===== src/include/plldiv_regs.svh =====
/*
 register offsets, field positions and reset values of the pll
 reference and feedback dividers; assumes an 8-bit register port.
*/
// Contract
// [RL1] reference divider is a 14-bit counter
// [RL2] reference ratio 1..16383, zero divides by one
// [RL3] reference output feeds phase detector input
// [RL4] feedback: 3-bit prescaler, 6-bit swallow, 13-bit main
// [RL5] fixed codes: 000 /1, 001 /2, 111 /3
// [RL6] codes 010..110 dual modulus 2/3..32/33
// [RL7] fixed mode: swallow unused, main maybe bypassed
// [RL8] oscillator below 600/1000/1600 MHz per modulus
// [RL9] bypass bit makes main divide by one
// [RL10] main range 3..8191, reset value 0 invalid
// [RL11] shared bit resets reference, swallow, main counters
// [RL12] separate reset bit for swallow and main
// [RL13] dual mode total division is P*B+A
// [RL14] fixed mode total division is P*B
// [RL15] total division reaches down to one
// [RL16] only oscillator input feeds feedback divider
// [RL17] select bit cleared routes oscillator to distribution
// [RL18] detector compares reference and feedback outputs
// [RL19] divide P+1 until swallow expires, then P
// [RL20] one pulse per count, new ratio at reload
`ifndef PLLDIV_REGS_SVH
`define PLLDIV_REGS_SVH

// ----------------------------------------------------------------
// offsets
// ----------------------------------------------------------------
`define PLLDIV_OFS_SWALLOW 8'h04
`define PLLDIV_OFS_MAIN_HI 8'h05
`define PLLDIV_OFS_MAIN_LO 8'h06
`define PLLDIV_OFS_CNT_RST 8'h09
`define PLLDIV_OFS_PRESC 8'h0a
`define PLLDIV_OFS_REF_HI 8'h0b
`define PLLDIV_OFS_REF_LO 8'h0c
`define PLLDIV_OFS_DIST_SEL 8'h45
`define PLLDIV_OFS_STATUS 8'h50

// ----------------------------------------------------------------
// fields
// ----------------------------------------------------------------
`define PLLDIV_BIT_RST_ALL 0
`define PLLDIV_BIT_RST_AB 1
`define PLLDIV_BIT_BYPASS 6
`define PLLDIV_PRESC_LSB 2
`define PLLDIV_PRESC_MSB 4
`define PLLDIV_BIT_DIST_SEL 0

// ----------------------------------------------------------------
// reset values and main minimum
// ----------------------------------------------------------------
`define PLLDIV_RST_DIST_SEL 1'b1
`define PLLDIV_RST_MAIN 13'h0000
`define PLLDIV_MAIN_MIN 13'h0003

`endif


===== src/include/plldiv_pkg.sv =====
/*
 types of the pll reference and feedback dividers;
 assumes plldiv_regs.svh is included by the user of each type.
*/
package plldiv_pkg;

   // -------------------------------------------------------------
   // register port request
   // -------------------------------------------------------------
   typedef struct packed {
      logic wr;
      logic rd;
      logic [7:0] addr;
      logic [7:0] wdata;
   } plldiv_bus_t;

   // -------------------------------------------------------------
   // whole module state
   // -------------------------------------------------------------
   typedef struct packed {
      logic [13:0] ref_ratio;
      logic [5:0] swallow;
      logic [12:0] main;
      logic [2:0] presc_code;
      logic bypass;
      logic rst_all;
      logic rst_ab;
      logic dist_sel;
      logic [13:0] ref_cnt;
      logic [5:0] pre_cnt;
      logic [5:0] sw_cnt;
      logic [12:0] main_cnt;
      logic [2:0] cur_code;
      logic ref_prev;
      logic osc_prev;
      logic ref_pulse;
      logic fb_pulse;
      logic dist_out;
      logic [7:0] rdata;
   } plldiv_state_t;

endpackage : plldiv_pkg


===== src/core/plldiv_top.sv =====
/*
 pll reference divider, prescaler, swallow and main counters and the
 distribution source select, with an 8-bit register port.
 assumes the divider inputs are already synchronous to i_clk and at
 most toggle once per two clock cycles.
*/
// The address-and-strobe port was decided locally.
`timescale 1ns/100ps
`include "plldiv_regs.svh"

module plldiv_top
   import plldiv_pkg::*;
(
   input wire logic i_clk,
   input wire logic i_resetn,
   input wire logic i_ce,
   input wire plldiv_bus_t i_bus,
   input wire logic i_reference_clock_input,
   input wire logic i_oscillator_feedback_input,
   input wire logic i_alternate_distribution_input,
   output logic [7:0] o_rdata,
   output logic o_ref_div_pulse,
   output logic o_fb_div_pulse,
   output logic o_dist_clk
);

   // ----------------------------------------------------------------
   // prescaler decode
   // ----------------------------------------------------------------
   function automatic logic [5:0] plldiv_p(input logic [2:0] code);
      logic [5:0] p;
      p = 6'h01;
      case (code)
         // [RL5] fixed ratios
         3'b000: p = 6'h01;
         3'b001: p = 6'h02;
         3'b111: p = 6'h03;
         // [RL6] dual modulus base
         3'b010: p = 6'h02;
         3'b011: p = 6'h04;
         3'b100: p = 6'h08;
         3'b101: p = 6'h10;
         3'b110: p = 6'h20;
         default: p = 6'h01;
      endcase
      return p;
   endfunction : plldiv_p

   function automatic logic plldiv_dual(input logic [2:0] code);
      return (code != 3'b000) && (code != 3'b001) && (code != 3'b111);
   endfunction : plldiv_dual

   plldiv_state_t st_q;
   plldiv_state_t st_d;

   logic ref_edge;
   logic osc_edge;
   logic pre_done;
   logic [12:0] main_eff;
   logic [5:0] sw_next;
   logic next_dual;

   assign ref_edge = i_reference_clock_input & ~st_q.ref_prev;
   // [RL16] feedback only from oscillator
   assign osc_edge = i_oscillator_feedback_input & ~st_q.osc_prev;
   assign pre_done = osc_edge && (st_q.pre_cnt <= 6'h01);
   // [RL9] bypass gives divide by one
   assign main_eff = st_q.bypass ? 13'h0001 : st_q.main;

   // ----------------------------------------------------------------
   // next state
   // ----------------------------------------------------------------
   always_comb begin
      st_d = st_q;
      sw_next = st_q.sw_cnt;
      next_dual = 1'b0;
      st_d.ref_pulse = 1'b0;
      st_d.fb_pulse = 1'b0;
      st_d.rdata = 8'h00;
      st_d.ref_prev = i_reference_clock_input;
      st_d.osc_prev = i_oscillator_feedback_input;

      // register writes
      if (i_bus.wr) begin
         case (i_bus.addr)
            `PLLDIV_OFS_SWALLOW: st_d.swallow = i_bus.wdata[5:0];
            `PLLDIV_OFS_MAIN_HI: st_d.main[12:8] = i_bus.wdata[4:0];
            `PLLDIV_OFS_MAIN_LO: st_d.main[7:0] = i_bus.wdata;
            `PLLDIV_OFS_CNT_RST: begin
               st_d.rst_all = i_bus.wdata[`PLLDIV_BIT_RST_ALL];
               st_d.rst_ab = i_bus.wdata[`PLLDIV_BIT_RST_AB];
            end
            `PLLDIV_OFS_PRESC: begin
               st_d.presc_code =
                  i_bus.wdata[`PLLDIV_PRESC_MSB:`PLLDIV_PRESC_LSB];
               st_d.bypass = i_bus.wdata[`PLLDIV_BIT_BYPASS];
            end
            // [RL2] six upper and eight lower bits
            `PLLDIV_OFS_REF_HI: st_d.ref_ratio[13:8] = i_bus.wdata[5:0];
            `PLLDIV_OFS_REF_LO: st_d.ref_ratio[7:0] = i_bus.wdata;
            `PLLDIV_OFS_DIST_SEL:
               st_d.dist_sel = i_bus.wdata[`PLLDIV_BIT_DIST_SEL];
            default: st_d.rdata = 8'h00;
         endcase
      end

      // register reads, answered next cycle
      if (i_bus.rd) begin
         case (i_bus.addr)
            `PLLDIV_OFS_SWALLOW: st_d.rdata = {2'b00, st_q.swallow};
            `PLLDIV_OFS_MAIN_HI: st_d.rdata = {3'b000, st_q.main[12:8]};
            `PLLDIV_OFS_MAIN_LO: st_d.rdata = st_q.main[7:0];
            `PLLDIV_OFS_CNT_RST:
               st_d.rdata = {6'h00, st_q.rst_ab, st_q.rst_all};
            `PLLDIV_OFS_PRESC:
               st_d.rdata = {1'b0, st_q.bypass, 1'b0, st_q.presc_code,
                             2'b00};
            `PLLDIV_OFS_REF_HI: st_d.rdata = {2'b00, st_q.ref_ratio[13:8]};
            `PLLDIV_OFS_REF_LO: st_d.rdata = st_q.ref_ratio[7:0];
            `PLLDIV_OFS_DIST_SEL: st_d.rdata = {7'h00, st_q.dist_sel};
            // [RL10] flags main count below range
            `PLLDIV_OFS_STATUS:
               st_d.rdata = {5'h00,
                             (!st_q.bypass &&
                              st_q.main < `PLLDIV_MAIN_MIN),
                             plldiv_dual(st_q.cur_code),
                             st_q.rst_all | st_q.rst_ab};
            default: st_d.rdata = 8'h00;
         endcase
      end

      // -------------------------------------------------------------
      // reference divider
      // -------------------------------------------------------------
      // [RL11] shared bit holds reference counter
      if (st_q.rst_all) begin
         st_d.ref_cnt = 14'h0000;
      end else if (ref_edge) begin
         // [RL1] 14-bit down counter, [RL20] reload at terminal
         if (st_q.ref_cnt <= 14'h0001) begin
            // [RL3] pulse to detector input
            st_d.ref_pulse = 1'b1;
            // [RL2] zero ratio divides by one
            st_d.ref_cnt = (st_q.ref_ratio == 14'h0000) ?
                           14'h0001 : st_q.ref_ratio;
         end else begin
            st_d.ref_cnt = st_q.ref_cnt - 14'h0001;
         end
      end

      // -------------------------------------------------------------
      // feedback divider
      // -------------------------------------------------------------
      // [RL11] [RL12] hold swallow, main and prescaler
      if (st_q.rst_all || st_q.rst_ab) begin
         st_d.pre_cnt = 6'h00;
         st_d.sw_cnt = 6'h00;
         st_d.main_cnt = 13'h0000;
         st_d.cur_code = st_q.presc_code;
      end else if (osc_edge) begin
         if (!pre_done) begin
            st_d.pre_cnt = st_q.pre_cnt - 6'h01;
         end else begin
            // [RL4] prescaler output clocks main counter
            next_dual = plldiv_dual(st_q.cur_code);
            if (st_q.main_cnt <= 13'h0001) begin
               // [RL20] ratios latched at reload
               st_d.cur_code = st_q.presc_code;
               st_d.main_cnt = main_eff;
               next_dual = plldiv_dual(st_q.presc_code);
               // [RL7] [RL14] swallow ignored in fixed mode
               sw_next = next_dual ? st_q.swallow : 6'h00;
               // [RL10] zero main count stalls output
               st_d.fb_pulse = (st_q.main_cnt != 13'h0000) ||
                               (main_eff != 13'h0000);
               // [RL18] feedback pulse to detector
               if (main_eff == 13'h0000) begin
                  st_d.fb_pulse = 1'b0;
               end
            end else begin
               st_d.main_cnt = st_q.main_cnt - 13'h0001;
               sw_next = (st_q.sw_cnt != 6'h00) ?
                         st_q.sw_cnt - 6'h01 : 6'h00;
            end
            st_d.sw_cnt = sw_next;
            // [RL19] P+1 while swallow remains, else P
            // [RL13] [RL15] gives P*B+A, down to one
            st_d.pre_cnt = plldiv_p(st_d.cur_code) +
                           ((next_dual && sw_next != 6'h00) ?
                            6'h01 : 6'h00);
         end
      end

      // -------------------------------------------------------------
      // distribution source
      // -------------------------------------------------------------
      // [RL17] cleared selects oscillator input
      st_d.dist_out = st_q.dist_sel ? i_alternate_distribution_input
                                    : i_oscillator_feedback_input;

      if (!i_ce) begin
         st_d = st_q;
      end
   end

   always_ff @(posedge i_clk or negedge i_resetn) begin
      if (!i_resetn) begin
         st_q <= '0;
         st_q.dist_sel <= `PLLDIV_RST_DIST_SEL;
         st_q.main <= `PLLDIV_RST_MAIN;
      end else begin
         st_q <= st_d;
      end
   end

   assign o_rdata = st_q.rdata;
   assign o_ref_div_pulse = st_q.ref_pulse;
   assign o_fb_div_pulse = st_q.fb_pulse;
   assign o_dist_clk = st_q.dist_out;

endmodule : plldiv_top


===== config.mk =====
export PLATFORM = sky130hd
export DESIGN_NAME = plldiv_top
export DESIGN_NICKNAME = d
export VERILOG_FILES = /design/src/include/plldiv_pkg.sv /design/src/core/plldiv_top.sv
export VERILOG_INCLUDE_DIRS = /design/src /design/src/include
export SDC_FILE = /design/constraint.sdc
export NUM_CORES = 1
export LEC_CHECK = 0
export BUFFER_PORTS_ARGS = -buffer_cell sky130_fd_sc_hd__buf_2
export CAP_MARGIN = 20
export CORE_AREA = 2 2 99 196
export CTS_CLUSTER_DIAMETER = 150
export DETAILED_ROUTE_END_ITERATION = 7
export DIE_AREA = 0 0 101 198
export PLACE_DENSITY = 0.49
export RECOVER_POWER = 100
export SYNTH_ARGS = -nofsm -noshare
export SYNTH_HDL_FRONTEND = slang
export SYNTH_SLANG_ARGS = --single-unit

===== constraint.sdc =====
create_clock -name i_clk -period 6.76 [get_ports i_clk]
set_input_delay 1.69 -clock i_clk [delete_from_list [all_inputs] [get_ports i_clk]]
set_output_delay 1.69 -clock i_clk [all_outputs]
set_load 0.05 [all_outputs]

==> results_dict.tcl <==
set metrics [dict create \
    status "finished with violations" \
    violations "max-capacitance violations, max-slew violations" \
    ant_nets 0 \
    power.leakage_nw 2.62 \
    slew_viol_final 98 \
    place_ws_ns 2.89 \
    cts_hold_buf 0 \
    dr.pass1.iters 4 \
    grt_pass1_wl_um 27000 \
    synthToLayoutAreaGrowth_pct 8.86 \
    fin_ws_ns 2.13 \
    path_buf_inv 1 \
    p_clk_share_pct 22.7 \
    min-delay-path-class "reg2reg" \
    cts.sink_count 95 \
    syn_nets 602 \
    synth.avg_cell_area_um2 9.94 \
    cp_slowest_stage_delay_ns 1.11 \
    p_comb_share_pct 40.1 \
    routedWlPerCell_um 21.2 \
    post_cts_buffers 0 \
    vdd_drop_max_v 0.000120 \
    fmax_mhz 216 \
    fill_cells 1922 \
    cp-start-kind "primary input" \
    die_h_um 198 \
    grt_pass1_vias 4854 \
    antenna_found_initial 0 \
    synth_seq_cells 95 \
    p_sw_w 0.000900 \
    syn_inst 564 \
    arrival_ns 4.87 \
    port_buffers 34 \
    insertion_delay_ns 0.35 \
    grt_use_total_pct 17.8 \
    swShare_pct 41.5 \
    utilization_pct 32.7 \
    grt_max_degree 59 \
    num_rows 71 \
    multi_input_area_mm2 0.00293 \
    crit_family "simple AND/OR/NAND/NOR gates" \
    crit_chain "clkbuf_1 -> nor4_1 -> nand2_1 -> nor3b_1 -> mux2_2" \
    hold_violations 0 \
    root_buffer "clkbuf_16" \
    p_int_w 0.00127 \
    layout-drive-gt1-share_pct 15.4 \
    p_seq_share_pct 37.1 \
    gp_congestion 0.902 \
    via_per_inst 5.72 \
    final_cell_mix "94 x dfrtp_1, 47 x nor2_1, 44 x mux2_2" \
    fin_skew_ns 0.00720 \
    cap_violations 3 \
    syn_area_mm2 0.00561 \
    htreeDepth 3 \
    async_reset_ff_share_pct 100 \
    relSlewSlack_pct -37.3 \
    cts_inserted_buffers 9 \
    design.portCount 35 \
    dieWidth_um 101 \
    finalCritPeriodShare_pct 68.4 \
    setup_tns_ns 0 \
    crit_fanout 9 \
    yosysWarnings 0 \
    drc_errors 0 \
    rsz0062_at_grt "false" \
    synth_edf_count 0 \
    initial_core_util_pct 30.0 \
    cts_tree "yes" \
    seq_area_mm2 0.00238 \
    crit_path_end_kind "flip-flop" \
    totalWireLength_um 17200 \
    finalSetupViolations 0 \
    mostFrequentLayoutCell "dfrtp_1" \
    path_clk_slew_ns 0.07 \
    yosysSeqAreaShare_pct 42.4 \
    detailed_place_hpwl_um 13300 \
    via_count 4630 \
    clock_path_buffers 2 \
    ys_types 70 \
    period_minus_slack_ns 4.63 \
    criticalPathCategory "in2reg" \
    cts_resized 0 \
    critical-path-slowest-cell "nor3b_1" \
    ys.flop_type "dfrtp_1" \
    tightest_slew_ns 2.06 \
    finalNetCount 623 \
    critPathRequiredTime_ns 7.00 \
    coreArea_mm2 0.0187 \
    drt_iter0_markers 246 \
    antennaDiodeCount 0 \
    die_area_mm2 0.0200 \
    power_density_mw_per_mm2 356 \
    overflow 0 \
]
-- cell usage after synthesis, drive strengths merged (9+ instances only) --
| cell | instances | area share, % |
|---|---|---|
| nor2 | 48 | 3.5 |
| nand2 | 40 | 2.7 |
| o21ai | 41 | 3.7 |
| nor4 | 20 | 3.3 |
| a21oi | 29 | 2.6 |
| mux2i | 14 | 2.7 |
| ha | 14 | 3.1 |
| o22ai | 10 | 1.1 |
| dfrtp | 94 | 42 |
| clkbuf | 10 | 0.69 |
| nand3 | 21 | 2.0 |
| o2bb2ai | 22 | 3.4 |
| mux2 | 45 | 9.0 |
| nor2b | 9 | 1.0 |
| buf | 17 | 2.2 |
| nor3 | 24 | 2.1 |
| inv | 17 | 1.1 |
-- cell families after synthesis --
group	synth area share, %
flops	42.4
compound gates	19.2
mux	11.8
simple gates	18.6
buf+inv	4.11
fa+ha+maj	3.13
xor+xnor	0.781
-- layer usage --
layer  track usage [%]  vias to the layer above  share of wire (%)
li1                  -                     2165                  -
met1              17.4                     2325                 36
met2              35.1                       99                 57
met3              1.98                       41                2.3
met4              9.36                        0                4.5
met5                 0                        -                  0
-- stage by stage --
stage	std cells	instance area, um^2	power, W	hold slack, ns
floorplan	564	5610	0.00146	0.456
global placement	793	5920	0.00169	0.471
global route	809	6100	0.00234	0.526
finish	809	6100	0.00217	0.500
CTS	809	6200	0.00221	0.500
detailed placement	793	5920	0.00171	0.483
-- worst paths after layout --
| path | slack (ns) | depth (start not counted) | start | endpoint |
|---|---|---|---|---|
| setup / recovery | 2.13 | 5 | i_bus[13] | st_q[68] |
| hold / removal | 0.50 | 1 | o_rdata[2] | o_rdata[2] |
| setup reg to reg | 3.22 | 12 | st_q[26] | st_q[36] |
| hold reg to reg | 0.50 | 1 | o_rdata[2] | o_rdata[2] |
| max in group asynchronous | 2.45 | 2 | i_resetn | st_q[35] |
| min in group asynchronous | 1.92 | 1 | i_resetn | st_q[87] |
-- registers in the layout, indices dropped and copies added (netlist names) --
register and cells:
o_ref_div_pulse 1, o_rdata 8, o_dist_clk 1, o_fb_div_pulse 1
st_q 84
-- area by class of cell --
class	count	area share (%)
inverter	18	1.11
clock inverter	5	0.656
tap	219	4.49
timing repair buffer	37	2.75
multi-input combinational	424	48.0
sequential	95	39.0
clock buffer	11	3.98
-- power groups by stage --
stage / clock network (W) / logic [W] / registers [W]
global placement: 0 / 0.000879 / 0.000810
detailed placement: 0 / 0.000890 / 0.000816
finish: 0.000494 / 0.000871 / 0.000806
CTS: 0.000510 / 0.000894 / 0.000806
global route: 0.000532 / 0.000982 / 0.000822
floorplan: 0 / 0.000689 / 0.000775
No activity file was read; power rests on OpenSTA's default activity.
